==> config.mk <==
export PLATFORM = sky130hd
export DESIGN_NAME = pacr_regs
export DESIGN_NICKNAME = d
export VERILOG_FILES = /design/src/inc/pacr_pkg.sv /design/src/core/pacr_regs.sv
export SDC_FILE = /design/constraint.sdc
export NUM_CORES = 1
export LEC_CHECK = 0
export ABC_CLOCK_PERIOD_IN_PS = 5360
export BUFFER_PORTS_ARGS = -buffer_cell sky130_fd_sc_hd__buf_2
export CORE_MARGIN = 4
export CORE_UTILIZATION = 61
export CTS_BUF_LIST = sky130_fd_sc_hd__clkbuf_8 sky130_fd_sc_hd__clkbuf_16
export CTS_CLUSTER_DIAMETER = 50
export CTS_CLUSTER_SIZE = 28
export DETAILED_ROUTE_END_ITERATION = 12
export GPL_TIMING_DRIVEN = 0
export HOLD_SLACK_MARGIN = 0.03
export PLACE_DENSITY_LB_ADDON = 0.12
export SYNTH_ARGS = -nofsm -noshare
export SYNTH_HDL_FRONTEND = slang
export SYNTH_SLANG_ARGS = --single-unit
==> constraint.sdc <==
create_clock -name i_ref_clk -period 5.36 [get_ports i_ref_clk]
set_input_delay 0.268 -clock i_ref_clk [delete_from_list [all_inputs] [get_ports i_ref_clk]]
set_output_delay 0.268 -clock i_ref_clk [all_outputs]
set_load 0.02 [all_outputs]
==> src/inc/pacr_pkg.sv <==
// package: register map, reset values, field positions and timing for the pa config bank
package pacr_pkg;

  // register offsets (byte-wide address space of the serial interface)
  localparam logic [7:0] OFS_PIN_OUT_EN   = 8'h11;
  localparam logic [7:0] OFS_PIN_FUNC     = 8'h12;
  localparam logic [7:0] OFS_PIN_POL      = 8'h13;
  localparam logic [7:0] OFS_GENERAL      = 8'h14;
  localparam logic [7:0] OFS_ACQ_DELAY    = 8'h1a;
  localparam logic [7:0] OFS_TEMP_BG      = 8'h1b;
  localparam logic [7:0] OFS_CURR_BG      = 8'h1c;
  localparam logic [7:0] OFS_CURR_GAIN    = 8'h1d;
  localparam logic [7:0] OFS_CLAMP_SLP0   = 8'h1f;
  localparam logic [7:0] OFS_CLAMP_SLP1   = 8'h20;
  localparam logic [7:0] OFS_MON_BG       = 8'h23;
  localparam logic [7:0] OFS_LOOP_LIMIT   = 8'h28;
  localparam logic [7:0] OFS_AMP_ON_CTRL  = 8'h29;
  localparam logic [7:0] OFS_RAMP_CH0     = 8'h2a;
  localparam logic [7:0] OFS_RAMP_CH1     = 8'h2b;
  localparam logic [7:0] OFS_RAMP_CH2     = 8'h2c;
  localparam logic [7:0] OFS_RAMP_CH3     = 8'h2d;
  localparam logic [7:0] OFS_FAST_RAMP    = 8'h2e;
  localparam logic [7:0] OFS_ALARM_MASK   = 8'h2f;
  localparam logic [7:0] OFS_DAC_ENABLE   = 8'h30;

  // reset values
  localparam logic [15:0] RST_PIN_OUT_EN  = 16'h0010;
  localparam logic [15:0] RST_PIN_FUNC    = 16'h000f;
  localparam logic [15:0] RST_PIN_POL     = 16'h0090;
  localparam logic [15:0] RST_ZERO        = 16'h0000;
  localparam logic [15:0] RST_CLAMP_SLP   = 16'hff00;
  localparam logic [15:0] RST_AMP_ON_CTRL = 16'h0130;
  localparam logic [15:0] RST_FAST_RAMP   = 16'hbbbb;

  // writable masks (reserved bits read zero)
  localparam logic [15:0] MSK_BYTE        = 16'h00ff;
  localparam logic [15:0] MSK_GENERAL     = 16'h00fe;
  localparam logic [15:0] MSK_ALL         = 16'hffff;

  // general register fields
  localparam int GEN_ADC_REF    = 7;
  localparam int GEN_GPIO_ALERT = 6;
  localparam int GEN_DIODE_OFF  = 3;
  localparam int GEN_LIMIT_CTRL = 2;
  localparam int GEN_A0_CLAMP   = 1;

  // clamp register: low byte clamp per dac, high byte snooze per dac
  localparam int CLP_SNOOZE_LSB = 8;

  // amp-on control fields
  localparam int AMP_ON_BIT     = 0;
  localparam int AMP_ALARM_EN   = 4;
  localparam int AMP_CLAMP_EN   = 5;
  localparam int AMP_SNOOZE     = 8;

  // alarm mask: bits 3..0 integrator limits, bit 4 supply alarm
  localparam int MSK_SUPPLY_BIT = 4;

  // multifunction pin indices
  localparam int PIN_LOAD   = 7;
  localparam int PIN_SECOND_SLEEP_PIN = 6;
  localparam int PIN_FIRST_SLEEP_PIN = 5;
  localparam int PIN_SECOND_ALERT_OUT = 4;
  localparam int PIN_FIRST_ALERT_OUT = 3;

  // timing
  localparam int CLK_PERIOD_PS     = 10000;
  localparam int ACQ_STEP_PS       = 320000;
  localparam int ACQ_STEP_CYC      = (ACQ_STEP_PS + CLK_PERIOD_PS - 1) / CLK_PERIOD_PS;
  localparam int RAMP_STEP_US      = 250;
  localparam int RAMP_STEP_CYC_DEF = RAMP_STEP_US * 1000000 / CLK_PERIOD_PS;
  localparam logic [15:0] RAMP_MAX_CNT = 16'h007f; // 31.75 ms / 250 us
  localparam logic [15:0] RAMP_MIN_CNT = 16'h0010; // 4 ms / 250 us

  typedef struct packed {
    logic        wr;
    logic        rd;
    logic [7:0]  addr;
    logic [15:0] wdata;
  } pacr_req_t;

endpackage

==> src/core/pacr_regs.sv <==
// pa controller configuration register bank with pin, clamp and ramp control
`timescale 1ns/1ps
////////////////////////////////////////////////////////////////////////////////
module pacr_regs
  import pacr_pkg::*;
#(
  parameter int RAMP_STEP_CYC = RAMP_STEP_CYC_DEF
) (
  // clock and reset
  input  wire logic        i_ref_clk,
  input  wire logic        i_rstn,
  // register access from the serial front end
  input  wire pacr_req_t   i_req,
  output logic [15:0]      o_rdata,
  // multifunction pins
  input  wire logic [7:0]  i_pin_in,
  input  wire logic [7:0]  i_gpio_out,
  output logic [7:0]       o_pin_out,
  output logic [7:0]       o_pin_oe_n,
  // dedicated function levels from the core (active high)
  input  wire logic        i_conv_busy,
  input  wire logic [4:0]  i_raw_alert,
  input  wire logic [3:0]  i_integrator_limit_status,
  input  wire logic        i_supply_alarm,
  input  wire logic        i_acq_start,
  input  wire logic [3:0]  i_ramp_target_step,
  // control outputs
  output logic             o_acq_done,
  output logic [7:0]       o_dac_clamp,
  output logic [7:0]       o_dac_powered,
  output logic             o_amp_on_pin,
  output logic [3:0]       o_ramp_step,
  output logic [3:0]       o_fast_ramp_en,
  output logic [11:0]      o_integrator_tc,
  output logic             o_int_ref_sel,
  output logic             o_diode_check_on,
  output logic             o_limit_amp_ctrl,
  output logic [15:0]      o_curr_gain,
  output logic [15:0]      o_temp_bg_en,
  output logic [15:0]      o_curr_bg_en,
  output logic [15:0]      o_mon_bg_en,
  output logic [4:0]       o_alert_status,
  output logic             o_loop_limit_cfg_valid
);

  ////////////////////////////////////////////////////////////////////////////
  logic [15:0] out_en_r, func_r, pol_r, gen_r, acq_r, temp_bg_r, curr_bg_r;
  logic [15:0] gain_r, clp0_r, clp1_r, mon_bg_r, loop_r, amp_r, fast_r, mask_r;
  logic [15:0] ramp_r [4];
  logic [7:0]  dac_en_r;
  logic [7:0]  pin_s1_r, pin_s2_r;
  logic        wr_hit, first_alert_out_lvl, second_alert_out_lvl;

  // pin inputs come from outside, two flops before use
  always_ff @(posedge i_ref_clk or negedge i_rstn) begin
    if (!i_rstn) begin
      pin_s1_r <= 8'h00;
      pin_s2_r <= 8'h00;
    end else begin
      pin_s1_r <= i_pin_in;
      pin_s2_r <= pin_s1_r;
    end
  end

  // dedicated inputs seen through polarity, only in function mode
  logic [7:0] pin_act;
  assign pin_act = (pin_s2_r ^ pol_r[7:0]) & ~func_r[7:0];
  logic first_sleep_pin, second_sleep_pin, sleep_any;
  assign first_sleep_pin    = pin_act[PIN_FIRST_SLEEP_PIN];
  assign second_sleep_pin    = pin_act[PIN_SECOND_SLEEP_PIN];
  assign sleep_any = first_sleep_pin | second_sleep_pin;

  ////////////////////////////////////////////////////////////////////////////
  // register writes
  assign wr_hit = i_req.wr;

  always_ff @(posedge i_ref_clk or negedge i_rstn) begin
    if (!i_rstn) begin
      out_en_r  <= RST_PIN_OUT_EN;
      func_r    <= RST_PIN_FUNC;
      pol_r     <= RST_PIN_POL;
      gen_r     <= RST_ZERO;
      acq_r     <= RST_ZERO;
      temp_bg_r <= RST_ZERO;
      curr_bg_r <= RST_ZERO;
      gain_r    <= RST_ZERO;
      clp0_r    <= RST_CLAMP_SLP;
      clp1_r    <= RST_CLAMP_SLP;
      mon_bg_r  <= RST_ZERO;
      loop_r    <= RST_ZERO;
      fast_r    <= RST_FAST_RAMP;
      mask_r    <= RST_ZERO;
      for (int i = 0; i < 4; i++) ramp_r[i] <= RST_ZERO;
    end else if (wr_hit) begin
      case (i_req.addr)
        OFS_PIN_OUT_EN: out_en_r  <= i_req.wdata & MSK_BYTE;
        OFS_PIN_FUNC:   func_r    <= i_req.wdata & MSK_BYTE;
        OFS_PIN_POL:    pol_r     <= i_req.wdata & MSK_BYTE;
        OFS_GENERAL:    gen_r     <= i_req.wdata & MSK_GENERAL;
        OFS_ACQ_DELAY:  acq_r     <= i_req.wdata;
        OFS_TEMP_BG:    temp_bg_r <= i_req.wdata;
        OFS_CURR_BG:    curr_bg_r <= i_req.wdata;
        OFS_CURR_GAIN:  gain_r    <= i_req.wdata;
        OFS_CLAMP_SLP0: clp0_r    <= i_req.wdata;
        OFS_CLAMP_SLP1: clp1_r    <= i_req.wdata;
        OFS_MON_BG:     mon_bg_r  <= i_req.wdata;
        OFS_LOOP_LIMIT: loop_r    <= i_req.wdata;
        OFS_FAST_RAMP:  fast_r    <= i_req.wdata;
        OFS_ALARM_MASK: mask_r    <= i_req.wdata;
        OFS_RAMP_CH0:   ramp_r[0] <= i_req.wdata;
        OFS_RAMP_CH1:   ramp_r[1] <= i_req.wdata;
        OFS_RAMP_CH2:   ramp_r[2] <= i_req.wdata;
        OFS_RAMP_CH3:   ramp_r[3] <= i_req.wdata;
        default: ;
      endcase
    end
  end

  ////////////////////////////////////////////////////////////////////////////
  // dac clamp and snooze
  logic [7:0] clamp_now;
  assign clamp_now = ({8{first_sleep_pin}} & clp0_r[7:0])
                   | ({8{second_sleep_pin}} & clp1_r[7:0])
                   | ({8{first_alert_out_lvl & gen_r[GEN_A0_CLAMP]}} & 8'h0f);

  logic [7:0] snooze;
  assign snooze = ({8{first_sleep_pin}} & clp0_r[15:CLP_SNOOZE_LSB])
                | ({8{second_sleep_pin}} & clp1_r[15:CLP_SNOOZE_LSB]);

  // snoozed dac loses power on clamp and waits for a dac enable write
  always_ff @(posedge i_ref_clk or negedge i_rstn) begin
    if (!i_rstn) begin
      dac_en_r <= 8'hff;
    end else begin
      for (int i = 0; i < 8; i++) begin
        if (clamp_now[i] && snooze[i]) begin
          dac_en_r[i] <= 1'b0;
        end else if (wr_hit && i_req.addr == OFS_DAC_ENABLE) begin
          dac_en_r[i] <= i_req.wdata[i];
        end
      end
    end
  end
  assign o_dac_clamp   = clamp_now;
  assign o_dac_powered = dac_en_r & ~clamp_now;

  ////////////////////////////////////////////////////////////////////////////
  // amp-on pin: control bit holds on-state, alarm and sleep force it off, sleep with snooze latches it off
  logic amp_latch_off_r;
  logic amp_alarm_hold;
  assign amp_alarm_hold = amp_r[AMP_ALARM_EN] & i_supply_alarm;

  always_ff @(posedge i_ref_clk or negedge i_rstn) begin
    if (!i_rstn) begin
      amp_r           <= RST_AMP_ON_CTRL;
      amp_latch_off_r <= 1'b0;
    end else begin
      if (wr_hit && i_req.addr == OFS_AMP_ON_CTRL) begin
        amp_r <= i_req.wdata;
      end
      // set wins: a sleep during the write still latches off
      if (amp_r[AMP_CLAMP_EN] && sleep_any && amp_r[AMP_SNOOZE]) begin
        amp_latch_off_r <= 1'b1;
      end else if (wr_hit && i_req.addr == OFS_AMP_ON_CTRL) begin
        amp_latch_off_r <= 1'b0;
      end
    end
  end

  always_ff @(posedge i_ref_clk or negedge i_rstn) begin
    if (!i_rstn) begin
      o_amp_on_pin <= 1'b0;
    end else begin
      o_amp_on_pin <= amp_r[AMP_ON_BIT] & ~amp_alarm_hold
                    & ~(amp_r[AMP_CLAMP_EN] & sleep_any)
                    & ~amp_latch_off_r;
    end
  end

  ////////////////////////////////////////////////////////////////////////////
  // acquisition delay counter for voltage-input command conversions
  logic [31:0] acq_cnt_r;
  logic        acq_busy_r;
  logic [31:0] acq_total;
  assign acq_total = 32'(acq_r) * 32'(ACQ_STEP_CYC);

  always_ff @(posedge i_ref_clk or negedge i_rstn) begin
    if (!i_rstn) begin
      acq_cnt_r  <= 32'h0;
      acq_busy_r <= 1'b0;
      o_acq_done <= 1'b0;
    end else begin
      o_acq_done <= 1'b0;
      if (i_acq_start && !acq_busy_r) begin
        if (acq_total == 32'h0) begin
          o_acq_done <= 1'b1;
        end else begin
          acq_cnt_r  <= acq_total - 32'h1;
          acq_busy_r <= 1'b1;
        end
      end else if (acq_busy_r) begin
        if (acq_cnt_r == 32'h0) begin
          acq_busy_r <= 1'b0;
          o_acq_done <= 1'b1;
        end else begin
          acq_cnt_r <= acq_cnt_r - 32'h1;
        end
      end
    end
  end

  ////////////////////////////////////////////////////////////////////////////
  // setpoint ramp: one step pulse per channel each programmed interval
  logic [31:0] ramp_tick_r;
  logic        ramp_tick;
  assign ramp_tick = (ramp_tick_r == 32'(RAMP_STEP_CYC - 1));

  always_ff @(posedge i_ref_clk or negedge i_rstn) begin
    if (!i_rstn) begin
      ramp_tick_r <= 32'h0;
    end else begin
      ramp_tick_r <= ramp_tick ? 32'h0 : ramp_tick_r + 32'h1;
    end
  end

  logic [15:0] ramp_eff [4];
  logic [15:0] ramp_cnt_r [4];
  always_comb begin
    for (int i = 0; i < 4; i++) begin
      if (ramp_r[i] == RST_ZERO) begin
        ramp_eff[i] = RST_ZERO;
      end else if (ramp_r[i] < RAMP_MIN_CNT) begin
        ramp_eff[i] = RAMP_MIN_CNT;
      end else if (ramp_r[i] > RAMP_MAX_CNT) begin
        ramp_eff[i] = RAMP_MAX_CNT;
      end else begin
        ramp_eff[i] = ramp_r[i];
      end
    end
  end

  // step spacing = clamped ramp register value (ramp length), in 250 us ticks
  always_ff @(posedge i_ref_clk or negedge i_rstn) begin
    if (!i_rstn) begin
      for (int i = 0; i < 4; i++) ramp_cnt_r[i] <= RST_ZERO;
      o_ramp_step <= 4'h0;
    end else begin
      for (int i = 0; i < 4; i++) begin
        o_ramp_step[i] <= 1'b0;
        if (ramp_eff[i] == RST_ZERO) begin
          o_ramp_step[i]   <= i_ramp_target_step[i];
          ramp_cnt_r[i]    <= RST_ZERO;
        end else if (i_ramp_target_step[i] && ramp_tick) begin
          if (ramp_cnt_r[i] >= ramp_eff[i] - 16'h1) begin
            ramp_cnt_r[i]  <= RST_ZERO;
            o_ramp_step[i] <= 1'b1;
          end else begin
            ramp_cnt_r[i]  <= ramp_cnt_r[i] + 16'h1;
          end
        end
      end
    end
  end

  assign o_fast_ramp_en  = {fast_r[15], fast_r[11], fast_r[7], fast_r[3]};
  assign o_integrator_tc = {fast_r[14:12], fast_r[10:8], fast_r[6:4], fast_r[2:0]};

  ////////////////////////////////////////////////////////////////////////////
  // alert status, masking and pin routing
  logic [4:0] alert_vis;
  assign alert_vis = {i_supply_alarm & ~mask_r[MSK_SUPPLY_BIT],
                      i_integrator_limit_status & ~mask_r[3:0]};
  assign o_alert_status = alert_vis;

  logic [3:0] gpio_in_stat;
  assign gpio_in_stat = pin_s2_r[3:0] & func_r[3:0] & ~out_en_r[3:0];

  assign first_alert_out_lvl = |(alert_vis & i_raw_alert);
  assign second_alert_out_lvl = first_alert_out_lvl
                    | (gen_r[GEN_GPIO_ALERT] & (|gpio_in_stat));

  logic [7:0] func_out;
  assign func_out = {1'b0, 2'b00, second_alert_out_lvl, first_alert_out_lvl, i_conv_busy, 2'b00};

  always_ff @(posedge i_ref_clk or negedge i_rstn) begin
    if (!i_rstn) begin
      o_pin_out  <= 8'h00;
      o_pin_oe_n <= 8'hff;
    end else begin
      for (int i = 0; i < 8; i++) begin
        o_pin_out[i] <= func_r[i] ? i_gpio_out[i] : (func_out[i] ^ pol_r[i]);
      end
      o_pin_oe_n <= ~out_en_r[7:0];
    end
  end

  ////////////////////////////////////////////////////////////////////////////
  // configuration outputs
  assign o_int_ref_sel    = gen_r[GEN_ADC_REF];
  assign o_diode_check_on = ~gen_r[GEN_DIODE_OFF];
  assign o_limit_amp_ctrl = gen_r[GEN_LIMIT_CTRL];
  assign o_curr_gain      = gain_r;
  assign o_temp_bg_en     = temp_bg_r;
  assign o_curr_bg_en     = curr_bg_r;
  assign o_mon_bg_en      = mon_bg_r;
  assign o_loop_limit_cfg_valid = |loop_r;

  ////////////////////////////////////////////////////////////////////////////
  // read mux, registered
  always_ff @(posedge i_ref_clk or negedge i_rstn) begin
    if (!i_rstn) begin
      o_rdata <= 16'h0000;
    end else if (i_req.rd) begin
      case (i_req.addr)
        OFS_PIN_OUT_EN:  o_rdata <= out_en_r;
        OFS_PIN_FUNC:    o_rdata <= func_r;
        OFS_PIN_POL:     o_rdata <= pol_r;
        OFS_GENERAL:     o_rdata <= gen_r;
        OFS_ACQ_DELAY:   o_rdata <= acq_r;
        OFS_TEMP_BG:     o_rdata <= temp_bg_r;
        OFS_CURR_BG:     o_rdata <= curr_bg_r;
        OFS_CURR_GAIN:   o_rdata <= gain_r;
        OFS_CLAMP_SLP0:  o_rdata <= clp0_r;
        OFS_CLAMP_SLP1:  o_rdata <= clp1_r;
        OFS_MON_BG:      o_rdata <= mon_bg_r;
        OFS_LOOP_LIMIT:  o_rdata <= loop_r;
        OFS_AMP_ON_CTRL: o_rdata <= amp_r;
        OFS_RAMP_CH0:    o_rdata <= ramp_r[0];
        OFS_RAMP_CH1:    o_rdata <= ramp_r[1];
        OFS_RAMP_CH2:    o_rdata <= ramp_r[2];
        OFS_RAMP_CH3:    o_rdata <= ramp_r[3];
        OFS_FAST_RAMP:   o_rdata <= fast_r;
        OFS_ALARM_MASK:  o_rdata <= mask_r;
        OFS_DAC_ENABLE:  o_rdata <= {8'h00, dac_en_r};
        default:         o_rdata <= 16'h0000;
      endcase
    end
  end
endmodule

==> reports/qor.yml, run 1 <==
status:
  status: "finished clean"
cts:
  cts_max_level: 2
  clk_path_buf_depth: 3
  clkSinkCount: 459
  clockRootBuffer: "clkbuf_16"
  cts_buffers: 46
  cts_tree: "built"
  worstSkewPairLatency_ps: 610
  clk_pin_slew_worst_paths_ps: 80
power_and_ir_drop:
  peakVddDrop_mv: 0.2936
  p_leak_nw: 13.02
  power_density_mw_per_mm2: 335.4
  finalPower_mw: 9.370
final_layout:
  layout-drive-gt1-share_pct: 25.80
  stdcell_area_mm2: 0.02793
  finalNetCount: 2679
  area_growth_pct: 15.05
setup_path:
  cp-start-kind: "flop"
  crit_path_max_incr_delay_ps: 440
  critical_path_required_ps: 5840
  cp.arrival_ps: 5460
  crit_chain: "nor3_1 -> nand3_1 -> clkbuf_1 -> a21oi_1 -> ha_1 -> clkbuf_1 -> nand2_1 -> or3_1 -> nor4_1 -> a211oi_1 -> ha_1 -> nand2_1 -> a2111oi_0 -> a21boi_0 -> o2bb2ai_2 -> clkbuf_2 -> nor2_1"
  crit_slowest_cell: "a2111oi_0"
  critPathMaxFanout: 10
  endpoint_kind: "flop"
  crit_type: "flop to flop"
die:
  die_w_um: 207.5
  core_area_mm2: 0.03901
  ios: 203
  row_count: 72
  die_area_mm2: 0.04306
  start_util_pct: 62.25
  fp.dieH_um: 207.5
sta:
  fin_crit_sh_pct: 93.03
  fmax_mhz: 200.5
  min_period_ps: 4986
  hold_violations: 0
  slew_viol_final: 0
  finalSetupViolations: 0
  tightest_slew_ps: 1397
  fin_worst_skew_ps: 36.46
  slew_headroom_pct: 6.139
grt:
  grt_pass1_vias: 20520
  antenna_found_initial: 3
  grt_pass1_wl_um: 127600
  grt_start_max_net_pins: 125
  grt.total_usage_pct: 38.28
  grt_overflow: 0
min_path:
  hp-class: "primary input to flop"
route:
  viasPerCell: 6.768
  route.detailed.drc: 0
  wl_per_cell_um: 27.25
  first_pass_iters: 6
  detailroute.via_count: 20970
  drtIter0Drc: 2449
  ant_nets: 0
  routed_wl_um: 84420
synthesis:
  synth_top_cell_by_area: "dfrtp_1"
  syn_nets: 2409
  yosysTopAreaCellShare_pct: 41.74
  synth-edff-count: 0
  synth-async-reset-ratio_pct: 100.0
  synth_area_leaders: "dfrtp_1 (42%), mux2_2 (13%), dfstp_2 (5.8%)"
  synth-seq-cells: 459
  synth_cell_types: 76
  syn_area_mm2: 0.02428
  seq_area_frac_synth_pct: 47.58
  synth_flop_cell: "dfrtp_1"
  synth.avg_cell_area_um2: 10.70
  yosys_warnings: 0
  syn_inst: 2270
placement:
  gp_congestion: 1.021
  placed_area_mm2: 0.02598
  place_hpwl_um: 61110
  port_buffers: 191
job:
  cap_violations: 0
-- cell usage after synthesis (54+ instances only) --
cell type	n
dfrtp_1	405
mux2_2	281
nor2_1	188
nand2_1	169
clkbuf_1	94
nand3_1	87
ha_1	79
a21oi_1	76
o21ai_0	66
xnor2_1	64
nor3_1	59
dfstp_2	54
-- state kept, by name (all words and copies together), names as in the netlist, 16 cells and up --
| signal | cells |
|---|---|
| ramp_cnt_r | 64 |
| ramp_r | 64 |
| acq_cnt_r | 32 |
| ramp_tick_r | 32 |
| acq_r | 16 |
| amp_r | 16 |
| clp0_r | 16 |
| clp1_r | 16 |
| fast_r | 16 |
| loop_r | 16 |
| mask_r | 16 |
| o_curr_bg_en | 16 |
| o_curr_gain | 16 |
| o_mon_bg_en | 16 |
| o_rdata | 16 |
| o_temp_bg_en | 16 |
-- cell type report --
cell class | instances | area [um2]
antenna | 2 | 5.005
tap | 518 | 648.1
multi-input combinational | 1635 | 12050
clock buffer | 50 | 1217
fill | 2858 | 11070
clock inverter | 36 | 435.4
buffer | 129 | 526.8
timing repair buffer | 222 | 1324
sequential | 459 | 11550
inverter | 47 | 178.9
-- routing by layer --
| layer | routed length (um) | vias to the layer above | GRT usage [%] | share of wire [%] |
|---|---|---|---|---|
| li1 | - | 8912 | - | - |
| met1 | 32850 | 10450 | 52.56 | 39 |
| met2 | 37750 | 1304 | 58.49 | 45 |
| met3 | 9609 | 298 | 10.31 | 11 |
| met4 | 4185 | 4 | 15.34 | 5.0 |
| met5 | 27 | - | 0 | 0.032 |
-- report_power, final --
| group | internal (mW) | switching [mW] | total (mW) | leakage, nW |
|---|---|---|---|---|
| registers | 3.72 | 0.254 | 3.97 | 6.00 |
| logic | 0.691 | 1.18 | 1.87 | 6.20 |
| clock network | 1.93 | 1.60 | 3.53 | 0.823 |
-- cells in the final DEF (no fill, tap or decap), drive strengths merged, types with 10 or more instances in the layout --
cell type,synthesis,final
xnor2,64,64
o22ai,18,18
a32oi,12,12
a21oi,76,76
nor4b,10,10
clkinv,1,12
nand4,31,31
o31ai,23,23
and3,25,25
dfstp,54,54
nor2,190,190
mux2i,29,29
dlygate4sd3,0,27
dfrtp,405,405
nand3,87,87
a22oi,46,46
a211oi,22,22
o21ai,67,67
a22o,37,37
ha,79,79
clkbuf,95,146
inv,46,66
o211ai,12,12
mux2,281,281
a221oi,20,20
xor2,44,44
or3,32,32
nor2b,23,23
nor3,61,61
nand2,169,169
nor4,32,32
buf,34,228
-- critical path: cells and delay by family (launching register included) --
kind	cells	cell delay [ps]
and+or+nand+nor	7	1570
AOI/OAI and AO/OA	5	1420
buffers and inverters	3	940
adders and majority gates	2	520
DFF	1	410
-- worst paths after layout --
check,from,end,slack [ps],cells after the start
setup reg to reg,ramp_r[12],ramp_cnt_r[5],370,17
setup / recovery,ramp_r[12],ramp_cnt_r[5],370,17
max in group asynchronous,i_rstn,o_rdata[10],3530,4
hold reg to reg,pin_s1_r[5],pin_s2_r[5],350,0
min in group asynchronous,i_rstn,ramp_cnt_r[40],270,2
hold / removal,i_req[8],ramp_r[8],80,2
-- what timing repair did --
| item | CTS | global route |
|---|---|---|
| endpoints found under the hold margin | 144 | 0 |
| setup endpoints to repair | 0 | 32 |
| buffers inserted | 0 | 0 |
| gates resized for setup | 0 | 6 |
| hold buffers | 27 | 0 |
-- cell families (layout without fill, tap and decap cells) --
kind of cell	Yosys count	in the layout	synth area share (%)
other	0	2	0
AND/OR/NAND/NOR	716	716	14.58
multiplexers	319	319	15.06
flip-flops	459	459	47.58
XOR/XNOR	108	108	3.896
buffers and inverters	176	484	2.901
AO/OA/AOI/OAI	413	413	11.90
adder cells (fa/ha/maj)	79	79	4.071
-- through the flow --
stage	worst slack (ps)	utilization (%)	cells	hold WS, ps	TNS [ps]
after floorplan	1289	-	2270	-27.59	0
after global placement	-4913	66.36	2979	332.9	-2077470
after detailed placement	231.6	66.60	2982	327.4	0
after CTS	190.7	71.53	3095	43.72	0
after global routing	-118.8	71.60	3096	58.73	-1082
final	373.6	71.61	3098	78.39	0
Note: power is estimated with default switching activity, not from simulation.
==> run 2, diff against run 1 <==
Settings changed: CELL_PAD_IN_SITES_DETAIL_PLACEMENT set to 1, CELL_PAD_IN_SITES_GLOBAL_PLACEMENT set to 2, CORE_UTILIZATION 61 to 40.
==> run 2 against run 1 <==
  * The flow now finishes with violations (max-capacitance violations, max-slew violations)
  * Flip-flop and latch count unchanged
  * Sequential power about the same
  * Setup slack got worse by 7.0 ps
  * Critical path type unchanged
  * Largest cell class unchanged
==> reports/qor.yml, run 2 (synthesis results as in run 1) <==
die:
  die_area_mm2: 0.06471  # +50%
  ios: 203  # unchanged
  core_area_mm2: 0.06025  # +54%
  fp.dieH_um: 254.4  # +23%
  row_count: 90  # +25%
  start_util_pct: 40.30  # -22 points
  die_w_um: 254.4  # +23%
placement:
  place_ws_ps: 5.366  # -226.2 ps
  placed_area_mm2: 0.02634  # +1.4%
  place_hpwl_um: 69550  # +14%
  gp_congestion: 0.9454  # -7.4%
  port_buffers: 191  # unchanged
  dp_cells: 3248  # +8.9%
cts:
  clockRootBuffer: "clkbuf_16"
  clk_path_buf_depth: 3  # unchanged
  clk_pin_slew_worst_paths_ps: 70  # about the same
  cts_setup_buffers: 0  # unchanged
  clkSinkCount: 459  # unchanged
  cts_tree: "built"
  worstSkewPairLatency_ps: 630  # +20 ps
  cts_buffers: 69  # +50%
  cts_max_level: 3  # +1
setup_path:
  crit_type: "flop to flop"
  crit_path_max_incr_delay_ps: 650  # +210 ps
  r2r-start: "ramp_r[58]"
  cp_num_buf_inv: 2  # -1
  cp-startpoint: "ramp_r[58]"
  cp-start-kind: "flop"
  crit_family: "simple AND/OR/NAND/NOR gates"
  cp.arrival_ps: 5470  # about the same
  critical_path_required_ps: 5830  # about the same
  crit_slowest_cell: "or4b_2"
  endpoint_kind: "flop"
  critPathMaxFanout: 10  # unchanged
  crit_chain: "nor4_1 -> nand3_1 -> clkbuf_1 -> a21oi_1 -> ha_1 -> nand2_1 -> nor3_2 -> or4b_2 -> ha_1 -> nand4_1 -> a211oi_1 -> a2111oi_1 -> o22ai_2 -> clkbuf_1 -> nor2_1"
route:
  viasPerCell: 6.025  # -11%
  first_pass_iters: 5  # -1
  wl_per_cell_um: 27.63  # +1.4%
  detailroute.via_count: 20500  # -2.2%
  routed_wl_um: 94020  # +11%
  drtIter0Drc: 1596  # -35%
  route.detailed.drc: 0  # unchanged
  ant_nets: 0  # unchanged
grt:
  grt_use_met3_pct: 7.465  # -2.8 points
  grt_busiest_layer: "met2"
  grt.total_usage_pct: 28.68  # -9.6 points
  grt_start_max_net_pins: 122  # -2.4%
  grtUsageMet2_pct: 45.03  # -13 points
  grt_pass1_vias: 21300  # +3.8%
  antenna_found_initial: 3  # unchanged
  grt.met1_usage_pct: 38.62  # -14 points
  grt_pass1_wl_um: 138900  # +8.9%
  grt_overflow: 0  # unchanged
final_layout:
  nFillCells: 6584  # +130%
  area_growth_pct: 19.59
  stdcell_count: 3403  # +9.8%
  final_cell_mix: "dfrtp_1 (405), mux2_2 (281), buf_2 (207)"
  final_common_cell: "dfrtp_1"
  regArea_mm2: 0.01155  # unchanged
  reg_top3: "ramp_cnt_r: 64 flops, ramp_r: 64 flops"
  multiInputGateArea_mm2: 0.01206  # +0.10%
  finalNetCount: 2704  # +0.93%
  layout-drive-gt1-share_pct: 26.87  # +1.1 points
  stdcell_area_mm2: 0.02904  # +4.0%
  utilization_pct: 48.20  # -23 points
sta:
  finalSetupViolations: 0  # unchanged
  slew_viol_final: 11  # +11
  hold_ws_ps: 161.6  # +83.22 ps
  slew_headroom_pct: -0.4942  # -6.6 points
  hold_violations: 0  # unchanged
  fin_crit_sh_pct: 93.16  # +0.13 points
  fin_worst_skew_ps: 42.01  # +5.543 ps
  fin_setup_tns_ps: 0  # unchanged
  min_period_ps: 4993  # +6.975 ps
  fmax_mhz: 200.3  # -0.14%
  rsz0062_at_grt: "no"
  tightest_slew_ps: 1507  # +110.3 ps
  timing.final.ws_setup_ps: 366.6  # -6.975 ps
min_path:
  min_from: "i_req[0]"
  hp-class: "primary input to flop"
power_and_ir_drop:
  finalPower_mw: 10.49  # +12%
  power_density_mw_per_mm2: 361.3  # +7.7%
  peakVddDrop_mv: 0.2720  # -7.4%
  p_leak_nw: 13.38  # +2.7%
status:
  violations: "max-capacitance violations, max-slew violations"
  status: "finished, violations left"
job:
  cap_violations: 1  # +1
==> run 2: changes by cell type in the layout (fill, tap and decap cells not counted), moves of 4 or more <==
cell / change
clkinv_2: -5
inv_8: -7
clkinvlp_4: +4
clkinv_4: +7
inv_6: +6
clkbuf_16: +22
inv_1: +4
clkinv_8: +6
==> run 2: final cells by class <==
cell class	count	share of cell area, %
Antenna cell	1	0.008618
Multi-Input combinational cell	1635	41.52
Inverter	47	0.6162
Clock buffer	74	6.183
Sequential cell	459	39.79
Clock inverter	52	1.999
Tap cell	782	3.370
Buffer	129	1.814
Timing Repair Buffer	224	4.697
==> run 2: final timing paths <==
path	endpoint	slack [ps]	depth (start not counted)
setup / recovery	ramp_cnt_r[53]	370	15
hold / removal	dac_en_r[0]	160	3
hold reg to reg	pin_s2_r[2]	350	0
setup reg to reg	ramp_cnt_r[53]	370	15
min in group asynchronous	ramp_tick_r[19]	170	2
max in group asynchronous	mask_r[14]	3720	4
==> run 2: report_power, final <==
part           internal [mW]  switching [mW]
Clock                   2.65            1.98
Sequential              3.72           0.258
Combinational          0.691            1.19
==> run 2: what timing repair did <==
action / CTS / global route
setup endpoints to repair: 10 / 32
hold buffers: 28 / 0
gates resized for setup: 1 / 6
hold endpoints to repair: 147 / 0
==> run 2: routing by layer <==
metal  vias up  wire, um
met5         -       131
met4         2      3607
met3       222      7181
met2       743     42850
met1     10540     40260
li1       8997         -
==> run 2: worst min-delay path, stage by stage <==
cell	delay, ps
clkbuf_2	260
nor2_1	190
a221oi_1	60
